===== config.mk =====
export PLATFORM = sky130hd
export DESIGN_NAME = sat_smbus_features
export DESIGN_NICKNAME = d
export VERILOG_FILES = /design/src/shared/sat_pkg.sv /design/src/rtl/sat_nv_mem.sv /design/src/rtl/sat_smbus_features.sv
export VERILOG_INCLUDE_DIRS = /design/src /design/src/shared
export SDC_FILE = /design/constraint.sdc
export NUM_CORES = 1
export LEC_CHECK = 0
export BUFFER_PORTS_ARGS = -buffer_cell sky130_fd_sc_hd__buf_2
export CAP_MARGIN = 40
export CORE_MARGIN = 2
export CORE_UTILIZATION = 45
export CTS_CLUSTER_DIAMETER = 150
export DETAILED_ROUTE_END_ITERATION = 6
export GPL_TIMING_DRIVEN = 0
export PLACE_DENSITY = 0.63
export SYNTH_ARGS = -nofsm -noshare
export SYNTH_HDL_FRONTEND = slang
export SYNTH_SLANG_ARGS = --single-unit

===== constraint.sdc =====
create_clock -name sys_clk -period 3.6 [get_ports sys_clk]
set_clock_uncertainty 0.1 [all_clocks]
set_input_delay 0.72 -clock sys_clk [delete_from_list [all_inputs] [get_ports sys_clk]]
set_output_delay 0.72 -clock sys_clk [all_outputs]
set_load 0.02 [all_outputs]

===== src/shared/sat_params.svh =====
// constants for the smbus alert, timeout and general call block
`ifndef SAT_PARAMS_SVH
`define SAT_PARAMS_SVH
`define SAT_CLK_HZ 40000000
`define SAT_TIMEOUT_MIN_MS 25
`define SAT_TIMEOUT_MAX_MS 75
`define SAT_POR_TIME_US 500
`define SAT_TIMEOUT_CYC ((`SAT_CLK_HZ / 1000) * `SAT_TIMEOUT_MIN_MS + 1)
`define SAT_POR_CYC ((`SAT_CLK_HZ / 1000000) * `SAT_POR_TIME_US)
`define SAT_ARA_ADDR 7'h0c
`define SAT_GC_ADDR 7'h00
`define SAT_DEV_UPPER 4'h9
`define SAT_CMD_RELATCH 8'h04
`define SAT_CMD_RESET 8'h06
`define SAT_NV_WORDS 4
`define SAT_NV_AW 2
`define SAT_CNT_W 21
`endif


===== src/shared/sat_pkg.sv =====
// types for the smbus alert, timeout and general call block
package sat_pkg;
  typedef enum logic [2:0] {
    SAT_IDLE, SAT_ADDR, SAT_ADDR_ACK, SAT_ARA_TX, SAT_ARA_WAIT, SAT_CMD, SAT_CMD_ACK, SAT_IGNORE
  } sat_state_e;
  typedef struct packed {
    logic sclIn;
    logic sdaIn;
  } sat_bus_in_s;
  typedef struct packed {
    logic sdaOut;
    logic sdaOe;
  } sat_bus_out_s;
  typedef struct packed {
    logic interruptMode;
    logic polarityHigh;
    logic alarmEvent;
    logic alarmUpper;
  } sat_alarm_s;
endpackage


===== src/rtl/sat_nv_mem.sv =====
// small memory holding nonvolatile register words, registered read
`include "sat_params.svh"
module sat_nv_mem (
  // clock
  input wire logic sys_clk,
  // write side
  input wire logic wrEn,
  input wire logic [`SAT_NV_AW-1:0] wrAddr,
  input wire logic [15:0] wrData,
  // read side
  input wire logic [`SAT_NV_AW-1:0] rdAddr,
  output logic [15:0] rdData
);
  logic [15:0] mem [0:`SAT_NV_WORDS-1];

  always_ff @(posedge sys_clk) begin
    if (wrEn) begin
      mem[wrAddr] <= wrData;
    end
  end

  always_ff @(posedge sys_clk) begin
    rdData <= mem[rdAddr];
  end
endmodule


===== src/rtl/sat_smbus_features.sv =====
// smbus alert response, bus timeout and general call slave logic
// What this block does
// - alert line serves smbus alert only in interrupt mode with active-low polarity
// - acknowledge alert response address only while our alert is asserted
// - after ack, send seven-bit address 1001 plus latched pins, msb first
// - eighth bit is one for upper limit, zero for lower limit
// - keep sending only while bus matches our bits; lowest address wins
// - winner releases alert once its whole address byte is sent
// - loser stops driving data and keeps alert asserted for later responses
// - clock low past minimum timeout resets serial state and releases data
// - new start is recognised well before maximum timeout after a timeout
// - general call address answered only with write bit zero
// - general call write byte is acknowledged, then a command byte awaited
// - command 04h re-samples address pins as new slave address
// - command 06h re-samples pins and copies nonvolatile into volatile registers
// - busy during general call reset lasts at most power-on reset time
`include "sat_params.svh"
module sat_smbus_features (
  // clock and reset
  input wire logic sys_clk,
  input wire logic reset_n,
  // two-wire bus
  input wire sat_pkg::sat_bus_in_s busIn,
  output sat_pkg::sat_bus_out_s busOut,
  // alarm source and configuration
  input wire sat_pkg::sat_alarm_s alarm,
  input wire logic [2:0] addressSelectPins,
  // alert pin, open drain
  output logic alertOut,
  output logic alertOe,
  // device state
  output logic [6:0] slaveAddr,
  output logic busy,
  output logic volatileLoad,
  output logic [1:0] volatileIdx,
  output logic [15:0] volatileData,
  output logic timeoutEvent,
  // nonvolatile write port
  input wire logic nvWrEn,
  input wire logic [1:0] nvWrAddr,
  input wire logic [15:0] nvWrData
);
  import sat_pkg::*;

  logic rstSync1_reg, rstN;
  sat_state_e state_reg, state_next;
  logic sclD_reg, sdaD_reg;
  logic [3:0] bitCnt_reg;
  logic [7:0] shift_reg;
  logic [7:0] txByte_reg;
  logic sdaDrive_reg;
  logic [`SAT_CNT_W-1:0] lowCnt_reg;
  logic alertPend_reg, alertUpper_reg;
  logic [2:0] pins_reg;
  logic [18:0] busyCnt_reg;
  logic copyAct_reg;
  logic [1:0] copyIdx_reg;
  logic copyRdValid_reg;
  logic [1:0] copyWrIdx_reg;
  logic [15:0] nvRdData;
  logic sclRise, sclFall, startCond, stopCond, timeout, smbusAlertMode;
  logic relatch, gcReset;

  // reset released through two flops
  always_ff @(posedge sys_clk or negedge reset_n) begin
    if (!reset_n) begin
      rstSync1_reg <= 1'b0;
      rstN <= 1'b0;
    end else begin
      rstSync1_reg <= 1'b1;
      rstN <= rstSync1_reg;
    end
  end

  function automatic logic edgeOf(input logic prev, input logic cur, input logic rise);
    edgeOf = rise ? (!prev && cur) : (prev && !cur);
  endfunction

  always_ff @(posedge sys_clk or negedge rstN) begin
    if (!rstN) begin
      sclD_reg <= 1'b1;
      sdaD_reg <= 1'b1;
    end else begin
      sclD_reg <= busIn.sclIn;
      sdaD_reg <= busIn.sdaIn;
    end
  end

  assign sclRise = edgeOf(sclD_reg, busIn.sclIn, 1'b1);
  assign sclFall = edgeOf(sclD_reg, busIn.sclIn, 1'b0);
  // start/stop: data moves while clock high
  assign startCond = busIn.sclIn && sclD_reg && edgeOf(sdaD_reg, busIn.sdaIn, 1'b0);
  assign stopCond = busIn.sclIn && sclD_reg && edgeOf(sdaD_reg, busIn.sdaIn, 1'b1);

  // clock low counter, restarted on every rise
  always_ff @(posedge sys_clk or negedge rstN) begin
    if (!rstN) begin
      lowCnt_reg <= '0;
    end else if (busIn.sclIn) begin
      lowCnt_reg <= '0;
    end else if (lowCnt_reg != `SAT_CNT_W'(`SAT_TIMEOUT_CYC)) begin
      lowCnt_reg <= lowCnt_reg + 1'b1;
    end
  end
  // one-shot pulse; state is idle the next cycle, so a start is seen at once
  assign timeout = (lowCnt_reg == `SAT_CNT_W'(`SAT_TIMEOUT_CYC - 1)) && !busIn.sclIn;
  assign timeoutEvent = timeout;

  assign smbusAlertMode = alarm.interruptMode && !alarm.polarityHigh;

  // protocol state
  always_comb begin
    state_next = state_reg;
    if (sclFall) begin
      case (state_reg)
        SAT_ADDR: begin
          if (bitCnt_reg == 4'h8) begin
            if (shift_reg == {`SAT_ARA_ADDR, 1'b1} && alertPend_reg && smbusAlertMode) begin
              state_next = SAT_ADDR_ACK;
            end else if (shift_reg == {`SAT_GC_ADDR, 1'b0}) begin
              state_next = SAT_ADDR_ACK;
            end else begin
              state_next = SAT_IGNORE;
            end
          end
        end
        SAT_ADDR_ACK: state_next = shift_reg[0] ? SAT_ARA_TX : SAT_CMD;
        SAT_ARA_TX: begin
          if (bitCnt_reg == 4'h8) begin
            state_next = SAT_ARA_WAIT;
          end
        end
        SAT_ARA_WAIT: state_next = SAT_IGNORE;
        SAT_CMD: begin
          if (bitCnt_reg == 4'h8) begin
            state_next = SAT_CMD_ACK;
          end
        end
        SAT_CMD_ACK: state_next = SAT_IGNORE;
        default: state_next = state_reg;
      endcase
    end
    // lost arbitration: bus low while we release it
    if (state_reg == SAT_ARA_TX && sclRise && sdaDrive_reg == 1'b0 && !busIn.sdaIn && txByte_reg[7]) begin
      state_next = SAT_IGNORE;
    end
    if (startCond) begin
      state_next = SAT_ADDR;
    end
    if (stopCond || timeout) begin
      state_next = SAT_IDLE;
    end
  end

  always_ff @(posedge sys_clk or negedge rstN) begin
    if (!rstN) begin
      state_reg <= SAT_IDLE;
    end else begin
      state_reg <= state_next;
    end
  end

  // bit counter and receive shifter
  always_ff @(posedge sys_clk or negedge rstN) begin
    if (!rstN) begin
      bitCnt_reg <= '0;
      shift_reg <= '0;
    end else if (startCond || state_next != state_reg) begin
      bitCnt_reg <= '0;
    end else if (sclRise && (state_reg == SAT_ADDR || state_reg == SAT_CMD || state_reg == SAT_ARA_TX)) begin
      bitCnt_reg <= bitCnt_reg + 1'b1;
      shift_reg <= {shift_reg[6:0], busIn.sdaIn};
    end
  end

  // transmit byte: address then limit bit, msb first
  always_ff @(posedge sys_clk or negedge rstN) begin
    if (!rstN) begin
      txByte_reg <= '0;
    end else if (state_reg == SAT_ADDR_ACK && state_next == SAT_ARA_TX) begin
      txByte_reg <= {slaveAddr, alertUpper_reg};
    end else if (state_reg == SAT_ARA_TX && sclFall) begin
      txByte_reg <= {txByte_reg[6:0], 1'b0};
    end
  end

  // data line drive; low only, open drain
  always_ff @(posedge sys_clk or negedge rstN) begin
    if (!rstN) begin
      sdaDrive_reg <= 1'b0;
    end else if (timeout || stopCond || startCond) begin
      sdaDrive_reg <= 1'b0;
    end else if (sclFall) begin
      case (state_next)
        SAT_ADDR_ACK: sdaDrive_reg <= 1'b1;
        SAT_CMD_ACK: sdaDrive_reg <= 1'b1;
        SAT_ARA_TX: sdaDrive_reg <= (state_reg == SAT_ADDR_ACK) ? !slaveAddr[6] : !txByte_reg[6];
        default: sdaDrive_reg <= 1'b0;
      endcase
    end else if (state_next == SAT_IGNORE) begin
      sdaDrive_reg <= 1'b0;
    end
  end
  assign busOut.sdaOut = 1'b0;
  assign busOut.sdaOe = sdaDrive_reg;

  // alert latch; new alarm wins over clear
  always_ff @(posedge sys_clk or negedge rstN) begin
    if (!rstN) begin
      alertPend_reg <= 1'b0;
      alertUpper_reg <= 1'b0;
    end else if (alarm.alarmEvent) begin
      alertPend_reg <= 1'b1;
      alertUpper_reg <= alarm.alarmUpper;
    end else if (state_reg == SAT_ARA_TX && state_next == SAT_ARA_WAIT) begin
      alertPend_reg <= 1'b0;
    end
  end
  // the alert pin is owned here only in smbus alert mode
  assign alertOe = alertPend_reg && smbusAlertMode;
  assign alertOut = 1'b0;

  // general call commands
  assign relatch = state_reg == SAT_CMD && sclFall && bitCnt_reg == 4'h8 &&
                   (shift_reg == `SAT_CMD_RELATCH || shift_reg == `SAT_CMD_RESET);
  assign gcReset = relatch && shift_reg == `SAT_CMD_RESET;

  // pins caught after reset release, then on command
  always_ff @(posedge sys_clk or negedge rstN) begin
    if (!rstN) begin
      pins_reg <= '0;
    end else if (busyCnt_reg == 19'h00001 || relatch) begin
      pins_reg <= addressSelectPins;
    end
  end
  assign slaveAddr = {`SAT_DEV_UPPER, pins_reg};

  // busy window bounded by power-on reset time
  always_ff @(posedge sys_clk or negedge rstN) begin
    if (!rstN) begin
      busyCnt_reg <= 19'h00002;
    end else if (gcReset) begin
      busyCnt_reg <= 19'(`SAT_POR_CYC);
    end else if (busyCnt_reg != '0) begin
      busyCnt_reg <= busyCnt_reg - 1'b1;
    end
  end
  assign busy = busyCnt_reg != '0;

  // copy nonvolatile words into volatile registers
  always_ff @(posedge sys_clk or negedge rstN) begin
    if (!rstN) begin
      copyAct_reg <= 1'b0;
      copyIdx_reg <= '0;
      copyRdValid_reg <= 1'b0;
      copyWrIdx_reg <= '0;
    end else begin
      copyRdValid_reg <= copyAct_reg;
      copyWrIdx_reg <= copyIdx_reg;
      if (gcReset) begin
        copyAct_reg <= 1'b1;
        copyIdx_reg <= '0;
      end else if (copyAct_reg) begin
        copyIdx_reg <= copyIdx_reg + 1'b1;
        if (copyIdx_reg == 2'(`SAT_NV_WORDS - 1)) begin
          copyAct_reg <= 1'b0;
        end
      end
    end
  end

  always_ff @(posedge sys_clk or negedge rstN) begin
    if (!rstN) begin
      volatileLoad <= 1'b0;
      volatileIdx <= '0;
      volatileData <= '0;
    end else begin
      volatileLoad <= copyRdValid_reg;
      volatileIdx <= copyWrIdx_reg;
      volatileData <= nvRdData;
    end
  end

  // nonvolatile words; read registered so a word lags its index by one cycle
  sat_nv_mem nvMem (
    .sys_clk(sys_clk),
    .wrEn(nvWrEn),
    .wrAddr(nvWrAddr),
    .wrData(nvWrData),
    .rdAddr(copyIdx_reg),
    .rdData(nvRdData)
  );
endmodule


Word level (Yosys, flattened, before mapping)
Memories as Yosys holds them, arrays and structs flattened. A register that Yosys moved wholly into a read port is not among the register bits. Index checks and enable logic that the tools add are counted.

Flip-flop bits (word level): 98. Bits in writable memories: 64. Output and inout port bits: 32. Memories: 1. Word-level logic and storage cells: 130.

Bitwise gates (word level): 2. Multiplexer cells: 33. Reduce and logical (&&, ||, !) cells: 49. Add/subtract/negate cells: 4. Equality and inequality tests: 20.

Memories: nvMem.mem (words 4, width 16, rd ports 1, clocked after Yosys merged registers in 1, wr ports 1, line sat_nv_mem.sv:14) `` logic [15:0] mem [0:`SAT_NV_WORDS-1]; ``.

Operator list (count): 21-bit two-way mux (2); 19-bit two-way mux (2); 3-bit two-way mux (10); 1-bit logical AND (24); 21-bit by 1-bit adder with 21-bit output (second input constant) (1); 21-bit by 20-bit equality test with 1-bit output (second input constant) (1); 21-bit by 20-bit != test with 1-bit output (second input constant) (1); 19-bit by 1-bit equality test with 1-bit output (second input constant) (1); 19-bit nonzero test (1); 19-bit by 1-bit subtractor with 19-bit output (second input constant) (1); 3-bit equality test (second input constant) (6); 8-bit by 3-bit equality test with 1-bit output (second input constant) (2); 8-bit two-way mux (2); 3-bit one-hot mux with 5 select lines (1); 3-bit by 2-bit equality test with 1-bit output (second input constant) (4); 2-bit nonzero test (6); 1-bit two-way mux (11); 8-bit by 5-bit equality test with 1-bit output (second input constant) (1); 8-bit logical NOT (1); 4-bit two-way mux (2); 1-bit logical OR (7); 1-bit logical NOT (6); 4-bit by 1-bit adder with 4-bit output (second input constant) (1); 4-bit equality test (second input constant) (1); 10 further kinds (13).

Logic depth before layout (Yosys ltp)
Gate-level depths: netlist (run 1).

Depth in word-level cells: 15. Depth in mapped cells: 9. Mapped depth without buffers: 8.

Cells and area by module
From an unflattened synthesis (run 1), not the netlist that was laid out.

Cells, all modules: 523. Area total of the unflattened synthesis: 7225.7 um^2.

Modules (own cells, without submodules): sat_smbus_features (cells each 419, area an instance 4528.1 um^2, instances 1); sat_nv_mem (cells each 104, area an instance 2697.6 um^2, instances 1).

Worst setup path after synthesis (run 1)
No wires, ideal clock.

Kind: input to register. Start: input port nvWrAddr[1]. End: memory nvMem.mem[0][0], enable pin. Arrival: 1973 ps. Stages on the path: 1. Required time: 3087 ps. Buffers on the path: 0. Path slack: 1114 ps. Cells stage by stage: nor3b_1.

RTL lines: start: declaration (line sat_smbus_features.sv:40) `input wire logic [1:0] nvWrAddr,`; end: declaration (line sat_nv_mem.sv:14).

Straight into the memory's write port.

Final worst setup path (run 1)
Start: register busyCnt_reg[5]. End: output port busy.

Cells in the longest elaborated chain, start to end: 1.

RTL lines: start: declaration (line sat_smbus_features.sv:55) `logic [18:0] busyCnt_reg;`; start signal: assignment (line sat_smbus_features.sv:243) `` busyCnt_reg <= 19'(`SAT_POR_CYC); ``; start signal: assignment (line sat_smbus_features.sv:245) `busyCnt_reg <= busyCnt_reg - 1'b1;`; 19-bit nonzero test (line sat_smbus_features.sv:248) `assign busy = busyCnt_reg != '0;`; end: declaration (line sat_smbus_features.sv:33) `output logic busy,`.

No other way between the ends.

==> impl_metrics.tcl, run 1 <==
set metrics [dict create \
    dp_slack_ps 709.2 \
    finalWorstSetupSlack_ps 503.8 \
    cts_made_buffers 17 \
    seqPwrFrac_pct 50.2 \
    initial_utilization_pct 45.87 \
    synthTopCellsByArea "dfrtp_1 (33%), edfxtp_1 (26%), mux4_2 (5.0%), dfxtp_1 (4.4%), nor2_1 (2.6%)" \
    nets 665 \
    synth_area_leader_cell "dfrtp_1" \
    dieHeight_um 131.0 \
    worst-setup-path-type "register to output pin" \
    fin_area_mm2 0.008511 \
    cp.arrival_ps 2280 \
    synth-main-ff-cell "dfrtp_1" \
    grt-ovfl-total 0 \
    power_density_mw_per_mm2 553.6 \
    path_clk_slew_ps 70 \
    internal-power_mw 3.478 \
    clk_latency_ps 420 \
    leakagePower_nw 3.318 \
    cts.sinks 178 \
    avgRoutedWirePerCell_um 15.32 \
    finalHoldViolations 0 \
    power.switching_mw 1.233 \
    grt_pass1_vias 4487 \
    fin_tns_setup_ps 0 \
    dr.pass1.iters 4 \
    status "finished clean" \
    vias_per_cell 5.204 \
    wirelength_um 13110 \
    period_needed_ps 3096 \
    fill_cells 1316 \
    seq_area_frac_synth_pct 64.72 \
    dp_hpwl_um 9001 \
    place_area_mm2 0.007914 \
    grtUsageTotal_pct 16.79 \
    synth-edff-count 64 \
    fmax_ghz 0.3230 \
    multi_input_comb_area_mm2 0.002410 \
    fp.dieW_um 131.0 \
    grt_pass1_wl_um 22000 \
    crit_path_start_kind "register" \
    largest_reg_flops 64 \
    synth.distinct_cells 69 \
    setup_violations 0 \
    h-tree-depth 4 \
    hold_class "register to asynchronous set/reset pin" \
    io_buffers 55 \
    synth_area_mm2 0.007259 \
    drv_slew 0 \
    drive_gt1_share_pct 23.28 \
    clockBufferDepth 2 \
    ir_drop_uv 361.4 \
    synthArstFlopShare_pct 55.06 \
    clockRootBuffer "clkbuf_16" \
    ant_nets 0 \
    syn_to_final_growth_pct 17.24 \
    path_max_fanout 5 \
    fp-row-count 46 \
    layout.area.seq_mm2 0.004702 \
    netlist.area_leader.share_pct 32.75 \
    p_total_mw 4.712 \
    avgSynthCellArea_um2 13.39 \
    crit_path_end_kind "output pin" \
    syn_inst 542 \
    swShare_pct 26.18 \
    cts_tree "done" \
    power_frac_comb_pct 11.3 \
    antenna_found_initial 0 \
    max_cap_violations 0 \
    gp_congestion 0.8866 \
    relSlewSlack_pct 45.83 \
    fin_crit_sh_pct 86.01 \
    cts_resized 0 \
    diodes 0 \
    synth_most_common_cell "dfrtp_1" \
    fp.dieArea_mm2 0.01716 \
    synth_common_cells "dfrtp_1 (95), edfxtp_1 (64), nor2_1 (51), nand2_1 (35), xnor2_1 (20)" \
    drc_errors 0 \
    io_pins 62 \
    first_iter_violations 197 \
    setup.reg_to_reg.worst_slack_ps 770 \
    tightest_slew_ps 812.5 \
    rsz0062_at_grt "false" \
    cp.required_ps 2780 \
    grt_start_max_net_pins 60 \
    synth_seq_cells 178 \
    power_frac_clock_pct 38.5 \
    core_mm2 0.01583 \
    synth_warnings 0 \
    vias 4455 \
]
-- worst max-delay path, cell delays in order, from the launching register on --
cell and delay, ps:
dfrtp_1 400, or4_1 610, nor3_2 270, and4_1 310, inv_1 90, buf_2 170
-- cell families after synthesis --
group,synth area share (%)
xor+xnor,3.981
mux,7.101
other cells,0.1035
buf+inv,2.482
compound gates,5.671
flops,64.72
simple gates,14.56
fa+ha+maj,1.379
-- final cells by class --
class	count	share of cell area (%)
Tap cell	216	3.176
Timing Repair Buffer	61	4.249
Buffer	21	1.367
Clock buffer	18	5.160
Clock inverter	14	1.735
Inverter	17	0.7498
Sequential cell	178	55.25
Multi-Input combinational cell	331	28.32
-- placed cells by master (no fill, tap or decap), types with 4 or more instances in the layout --
| cell | synthesis | final |
|---|---|---|
| a21oi_1 | 16 | 16 |
| and3_1 | 5 | 5 |
| buf_2 | 3 | 58 |
| buf_4 | 7 | 8 |
| clkbuf_1 | 7 | 7 |
| clkbuf_16 | 0 | 17 |
| conb_1 | 2 | 7 |
| dfrtp_1 | 95 | 94 |
| dfxtp_1 | 16 | 16 |
| edfxtp_1 | 64 | 64 |
| ha_1 | 8 | 8 |
| inv_1 | 17 | 17 |
| mux2_2 | 10 | 10 |
| mux4_2 | 16 | 16 |
| nand2_1 | 35 | 35 |
| nand3_1 | 16 | 16 |
| nand4_1 | 8 | 8 |
| nor2_1 | 51 | 49 |
| nor2b_1 | 4 | 4 |
| nor3_1 | 14 | 14 |
| nor3b_1 | 5 | 4 |
| nor4_1 | 10 | 10 |
| o21ai_0 | 16 | 16 |
| or3_1 | 15 | 15 |
| xnor2_1 | 20 | 20 |
| xor2_1 | 13 | 13 |
-- layer usage --
layer | global-route usage [%] | wire [um] | vias up
met3 | 5.049 | 585 | 10
li1 | - | - | 2144
met4 | 5.507 | 140 | 0
met2 | 28.41 | 6665 | 87
met1 | 20.74 | 5720 | 2214
met5 | 0 | 0 | -
-- power by group through the flow --
| stage | clock network [mW] | logic, mW | registers [mW] |
|---|---|---|---|
| 5_1_grt | 1.94 | 0.602 | 2.39 |
| 4_1_cts | 1.86 | 0.535 | 2.37 |
| 3_3_place_gp | 0 | 0.495 | 2.41 |
| 2_1_floorplan | 0 | 0.381 | 2.39 |
| 6_report | 1.81 | 0.532 | 2.37 |
| 3_5_place_dp | 0 | 0.533 | 2.41 |
-- timing repair --
item / 4_1_cts / 5_1_grt
hold buffers: 1 / 0
endpoints found under the hold margin: 2 / 0
setup buffers: 0 / 0
setup endpoints to repair: 0 / 0
-- final timing paths --
kind                                       from              end  cells past startpoint
min in group sys_clk            nvMem.rdData[8]  volatileData[8]                      0
worst max register to register    bitCnt_reg[0]     shift_reg[7]                      8
worst min-delay path                       rstN    lowCnt_reg[9]                      0
max in group asynchronous                  rstN   busyCnt_reg[1]                      1
worst min register to register             rstN    lowCnt_reg[9]                      0
worst max-delay path             busyCnt_reg[5]             busy                      5
-- metrics by stage --
step | utilization (%) | hold WS, ps | cells
floorplan | - | 216.3 | 547
global placement | 49.43 | 220.3 | 818
detailed placement | 50.00 | 219.5 | 823
CTS | 53.77 | 228.9 | 856
global route | 53.77 | 234.5 | 856
finish | 53.77 | 216.1 | 856
(Power assumes the default switching activity.)
==> run 2, diff against run 1 <==
--- a/config.mk
+++ b/config.mk
@@ -13,7 +13,7 @@
 export CTS_CLUSTER_DIAMETER = 150
 export DETAILED_ROUTE_END_ITERATION = 6
 export GPL_TIMING_DRIVEN = 0
-export PLACE_DENSITY = 0.63
+export PLACE_DENSITY_LB_ADDON = 0.25
 export SYNTH_ARGS = -nofsm -noshare
 export SYNTH_HDL_FRONTEND = slang
 export SYNTH_SLANG_ARGS = --single-unit
==> impl_metrics.tcl, run 2 (synthesized netlist as in run 1, its figures left out) <==
set metrics [dict create \
    status "finished clean" \
    setup_violations 0 \
    crit_path_end_kind "output pin" \
    drc_errors 0 \
    nets 666 \
    rsz0062_at_grt "false" \
    critPathLaunch "busyCnt_reg[5]" \
    fp.dieW_um 131.0 \
    clockRootBuffer "clkbuf_16" \
    dieHeight_um 131.0 \
    path_max_fanout 5 \
    final_cell_count_no_fill 857 \
    power_frac_clock_pct 38.2 \
    grt-ovfl-total 0 \
    path_depth 5 \
    reg2reg_to "shift_reg[5]" \
    fill_cells 1335 \
    final_common_cell "dfrtp_1" \
    seqPwrFrac_pct 50.3 \
    endpoint "busy" \
    grt_pass1_vias 4550 \
    relSlewSlack_pct 50.02 \
    swShare_pct 27.33 \
    ant_nets 0 \
    max_cap_violations 0 \
    largest_reg_flops 64 \
    tightest_slew_ps 746.4 \
    io_pins 62 \
    power_frac_comb_pct 11.5 \
    vias_per_cell 5.184 \
    fmax_ghz 0.3230 \
    cpLargestDelayFamily "simple AND/OR/NAND/NOR gates" \
    cp.required_ps 2780 \
    grt_start_max_net_pins 58 \
    power_density_mw_per_mm2 550.3 \
    syn_to_final_growth_pct 17.65 \
    wirelength_um 13140 \
    leakagePower_nw 3.334 \
    ir_drop_uv 389.2 \
    diodes 0 \
    post_cts_buffers 0 \
    power.switching_mw 1.285 \
    internal-power_mw 3.415 \
    fin_area_mm2 0.008541 \
    dr.pass1.iters 6 \
    fp-row-count 46 \
    hold_class "register to asynchronous set/reset pin" \
    io_buffers 55 \
    avgRoutedWirePerCell_um 15.33 \
    grt_pass1_wl_um 21870 \
    dp_hpwl_um 9032 \
    place_area_mm2 0.007933 \
    p_total_mw 4.700 \
    first_iter_violations 255 \
    initial_utilization_pct 45.87 \
    dpl.cell_count 824 \
    h-tree-depth 4 \
    antenna_found_initial 0 \
    finalHoldViolations 0 \
    path_clk_slew_ps 70 \
    final_cell_mix "dfrtp_1 (94), edfxtp_1 (64), buf_2 (58)" \
    drv_slew 0 \
    setup.reg_to_reg.worst_slack_ps 740 \
    hold_buffers 1 \
    cts_made_buffers 17 \
    cts_resized 0 \
    cp.arrival_ps 2280 \
    core_mm2 0.01583 \
    holdWs_ps 221.0 \
    path_cells "or4_1 -> nor3_2 -> and4_1 -> inv_1 -> buf_2" \
    ff2ff_path_depth 8 \
    worstReg2RegStart "bitCnt_reg[0]" \
    crit_buf_inv 2 \
    max_stage_delay_ps 610 \
    utilization_pct 53.96 \
    worst-setup-path-type "register to output pin" \
    clockBufferDepth 2 \
    cp_slowest_cell "or4_1" \
    crit_path_start_kind "register" \
    cts_tree "done" \
    fp.dieArea_mm2 0.01716 \
    period_needed_ps 3096 \
    drive_gt1_share_pct 23.56 \
    clk_latency_ps 420 \
    cts.sinks 178 \
    grtUsageTotal_pct 16.73 \
    vias 4443 \
    gp_congestion 0.8708 \
    fin_crit_sh_pct 85.99 \
]
==> run 2: metal layers <==
layer	track usage, %	routed length, um	part of all wire (%)
met3	4.520	632	4.8
met5	0	0	0
met2	28.65	6698	51
met1	20.76	5655	43
met4	5.319	153	1.2
==> run 2: metrics by stage <==
stage | TNS (ps) | setup WS, ps
after floorplan | 0 | 573.3
after global placement | -51960 | -568.7
after detailed placement | 0 | 591.3
after CTS | 0 | 473.9
after global routing | 0 | 410.0
final | 0 | 504.4
==> run 2: area by class of cell <==
class | instances | area, um2 | area share, %
Buffer | 21 | 116.4 | 1.362
Clock buffer | 17 | 425.4 | 4.981
Clock inverter | 15 | 172.7 | 2.022
Inverter | 17 | 63.81 | 0.7471
Multi-Input combinational cell | 331 | 2410 | 28.22
Sequential cell | 178 | 4702 | 55.05
Tap cell | 216 | 270.3 | 3.164
Timing Repair Buffer | 62 | 380.4 | 4.454
==> run 2: worst min-delay path by stage <==
stage / depth (start not counted) / endpoint / startpoint
after floorplan: 0 / volatileData[0] / nvMem.rdData[0]
after global placement: 0 / volatileData[14] / nvMem.rdData[14]
after detailed placement: 0 / volatileData[3] / nvMem.rdData[3]
after CTS: 0 / volatileData[7] / nvMem.rdData[7]
after global routing: 0 / volatileData[3] / nvMem.rdData[3]
final: 0 / volatileData[1] / rstN
==> run 2: power groups by stage <==
stage | combinational [mW] | clock (mW) | sequential (mW)
4_1_cts | 0.540 | 1.84 | 2.37
3_3_place_gp | 0.497 | 0 | 2.41
5_1_grt | 0.606 | 1.94 | 2.39
6_report | 0.541 | 1.80 | 2.36
2_1_floorplan | 0.381 | 0 | 2.39
3_5_place_dp | 0.538 | 0 | 2.41
==> run 3, diff against run 2 <==
--- a/config.mk
+++ b/config.mk
@@ -9,7 +9,7 @@
 export BUFFER_PORTS_ARGS = -buffer_cell sky130_fd_sc_hd__buf_2
 export CAP_MARGIN = 40
 export CORE_MARGIN = 2
-export CORE_UTILIZATION = 45
+export CORE_UTILIZATION = 30
 export CTS_CLUSTER_DIAMETER = 150
 export DETAILED_ROUTE_END_ITERATION = 6
 export GPL_TIMING_DRIVEN = 0
==> impl_metrics.tcl, run 3 (synthesized netlist as in run 1, its figures left out) <==
set metrics [dict create \
    dpl.cell_count 928 \
    power_density_mw_per_mm2 546.5 \
    diodes 0 \
    worst-setup-path-type "register to output pin" \
    dr.pass1.iters 4 \
    cp_slowest_cell "or4_1" \
    whs_endpoint "volatileData[12]" \
    vias 4422 \
    fp-row-count 56 \
    core_mm2 0.02361 \
    leakagePower_nw 3.349 \
    h-tree-depth 4 \
    dp_hpwl_um 9686 \
    io_pins 62 \
    cpLargestDelayFamily "simple AND/OR/NAND/NOR gates" \
    worstReg2RegStart "bitCnt_reg[0]" \
    max_cap_violations 0 \
    relSlewSlack_pct 56.61 \
    cts.sinks 178 \
    cts_made_buffers 17 \
    hold_class "register to register" \
    path_clk_slew_ps 80 \
    fmax_ghz 0.3220 \
    avgRoutedWirePerCell_um 14.26 \
    path_cells "or4_1 -> nor3_2 -> and4_1 -> inv_1 -> buf_2" \
    setup.reg_to_reg.worst_slack_ps 810 \
    grtUsageTotal_pct 11.26 \
    clk_latency_ps 430 \
    cts_resized 0 \
    crit_path_end_kind "output pin" \
    fp.dieArea_mm2 0.02546 \
    finalWorstSetupSlack_ps 494.8 \
    final_common_cell "dfrtp_1" \
    rsz0062_at_grt "false" \
    grt_pass1_wl_um 22930 \
    ir_drop_uv 320.6 \
    ff2ff_path_depth 8 \
    max_stage_delay_ps 610 \
    hold_buffers 1 \
    fp.dieW_um 159.6 \
    crit_path_start_kind "register" \
    cts_tree "done" \
    path_max_fanout 5 \
    initial_utilization_pct 30.74 \
    vias_per_cell 4.601 \
    drc_errors 0 \
    syn_to_final_growth_pct 19.98 \
    grt-ovfl-total 0 \
    gp_congestion 0.8203 \
    holdPathStages 0 \
    wirelength_um 13710 \
    clockRootBuffer "clkbuf_16" \
    nets 667 \
    final_cell_count_no_fill 961 \
    cp.required_ps 2780 \
    antenna_found_initial 0 \
    grt_pass1_vias 4621 \
    status "finished clean" \
    dieHeight_um 159.6 \
    period_needed_ps 3105 \
    final_cell_mix "dfrtp_1 (94), edfxtp_1 (64), buf_2 (58)" \
    hold_path.startpoint "nvMem.rdData[12]" \
    finalHoldViolations 0 \
    post_cts_buffers 0 \
    clockBufferDepth 2 \
    largest_reg_flops 64 \
    ant_nets 0 \
    dp_slack_ps 703.0 \
    drive_gt1_share_pct 23.68 \
    fin_crit_sh_pct 86.26 \
    cp.arrival_ps 2290 \
    drv_slew 0 \
    crit_buf_inv 2 \
    first_iter_violations 205 \
    path_depth 5 \
    grt_start_max_net_pins 50 \
    setup_violations 0 \
    reg2reg_to "shift_reg[4]" \
    tightest_slew_ps 650.8 \
    io_buffers 55 \
]
run 3: cell type report:
| type | count | area [um2] |
|---|---|---|
| fillers | 2303 | 14900 |
| flip-flops and latches | 178 | 4702 |
| multi-input cells | 331 | 2410 |
| clock buffers | 17 | 425.4 |
| well taps | 319 | 399.1 |
| repair buffers | 63 | 384.1 |
| clock inverters | 15 | 209.0 |
| plain buffers | 21 | 116.4 |
| inverters | 17 | 63.81 |
run 3: worst max-delay path by stage:
| stage | slack [ps] | from | end |
|---|---|---|---|
| floorplan | 570 | rstN | alertPend_reg |
| global placement | -710 | rstN | txByte_reg[0] |
| detailed placement | 700 | busIn[1] | txByte_reg[3] |
| CTS | 480 | busyCnt_reg[5] | busy |
| global route | 350 | busyCnt_reg[5] | busy |
| finish | 490 | busyCnt_reg[5] | busy |
run 3: routing by layer:
layer  wire length [um]  global-route usage (%)  vias to the layer above  share of wire (%)
met2               6703                   18.65                       84                 49
met3                651                   3.595                        8                4.7
met4                 90                   3.099                        0               0.66
met1               6261                   14.19                     2186                 46
li1                   -                       -                     2144                  -
met5                  0                       0                        -                  0
run 3: per-stage QoR:
stage	cell area, um2	power, mW	util (%)	hold WS, ps	TNS, ps
final	8710	4.760	36.89	229.4	0
after global routing	8710	4.991	36.89	233.0	0
after CTS	8710	4.826	36.89	229.8	0
after detailed placement	8065	2.946	34.16	219.5	0
after global placement	7953	2.913	33.68	220.5	-66170
after floorplan	7278	2.770	-	216.3	0
run 3: worst reg2reg max path, delay by kind of cell, from the launching register on:
| kind | cells | cell delay [ps] |
|---|---|---|
| multiplexers | 1 | 360 |
| AO/OA/AOI/OAI | 2 | 500 |
| flip-flops | 1 | 400 |
| AND/OR/NAND/NOR | 3 | 1030 |
| buffers and inverters | 1 | 100 |
| adder cells (fa/ha/maj) | 1 | 190 |
run 3: power by group:
part	switching (mW)	internal [mW]
clock network	0.903	0.956
registers	0.111	2.25
logic	0.307	0.228
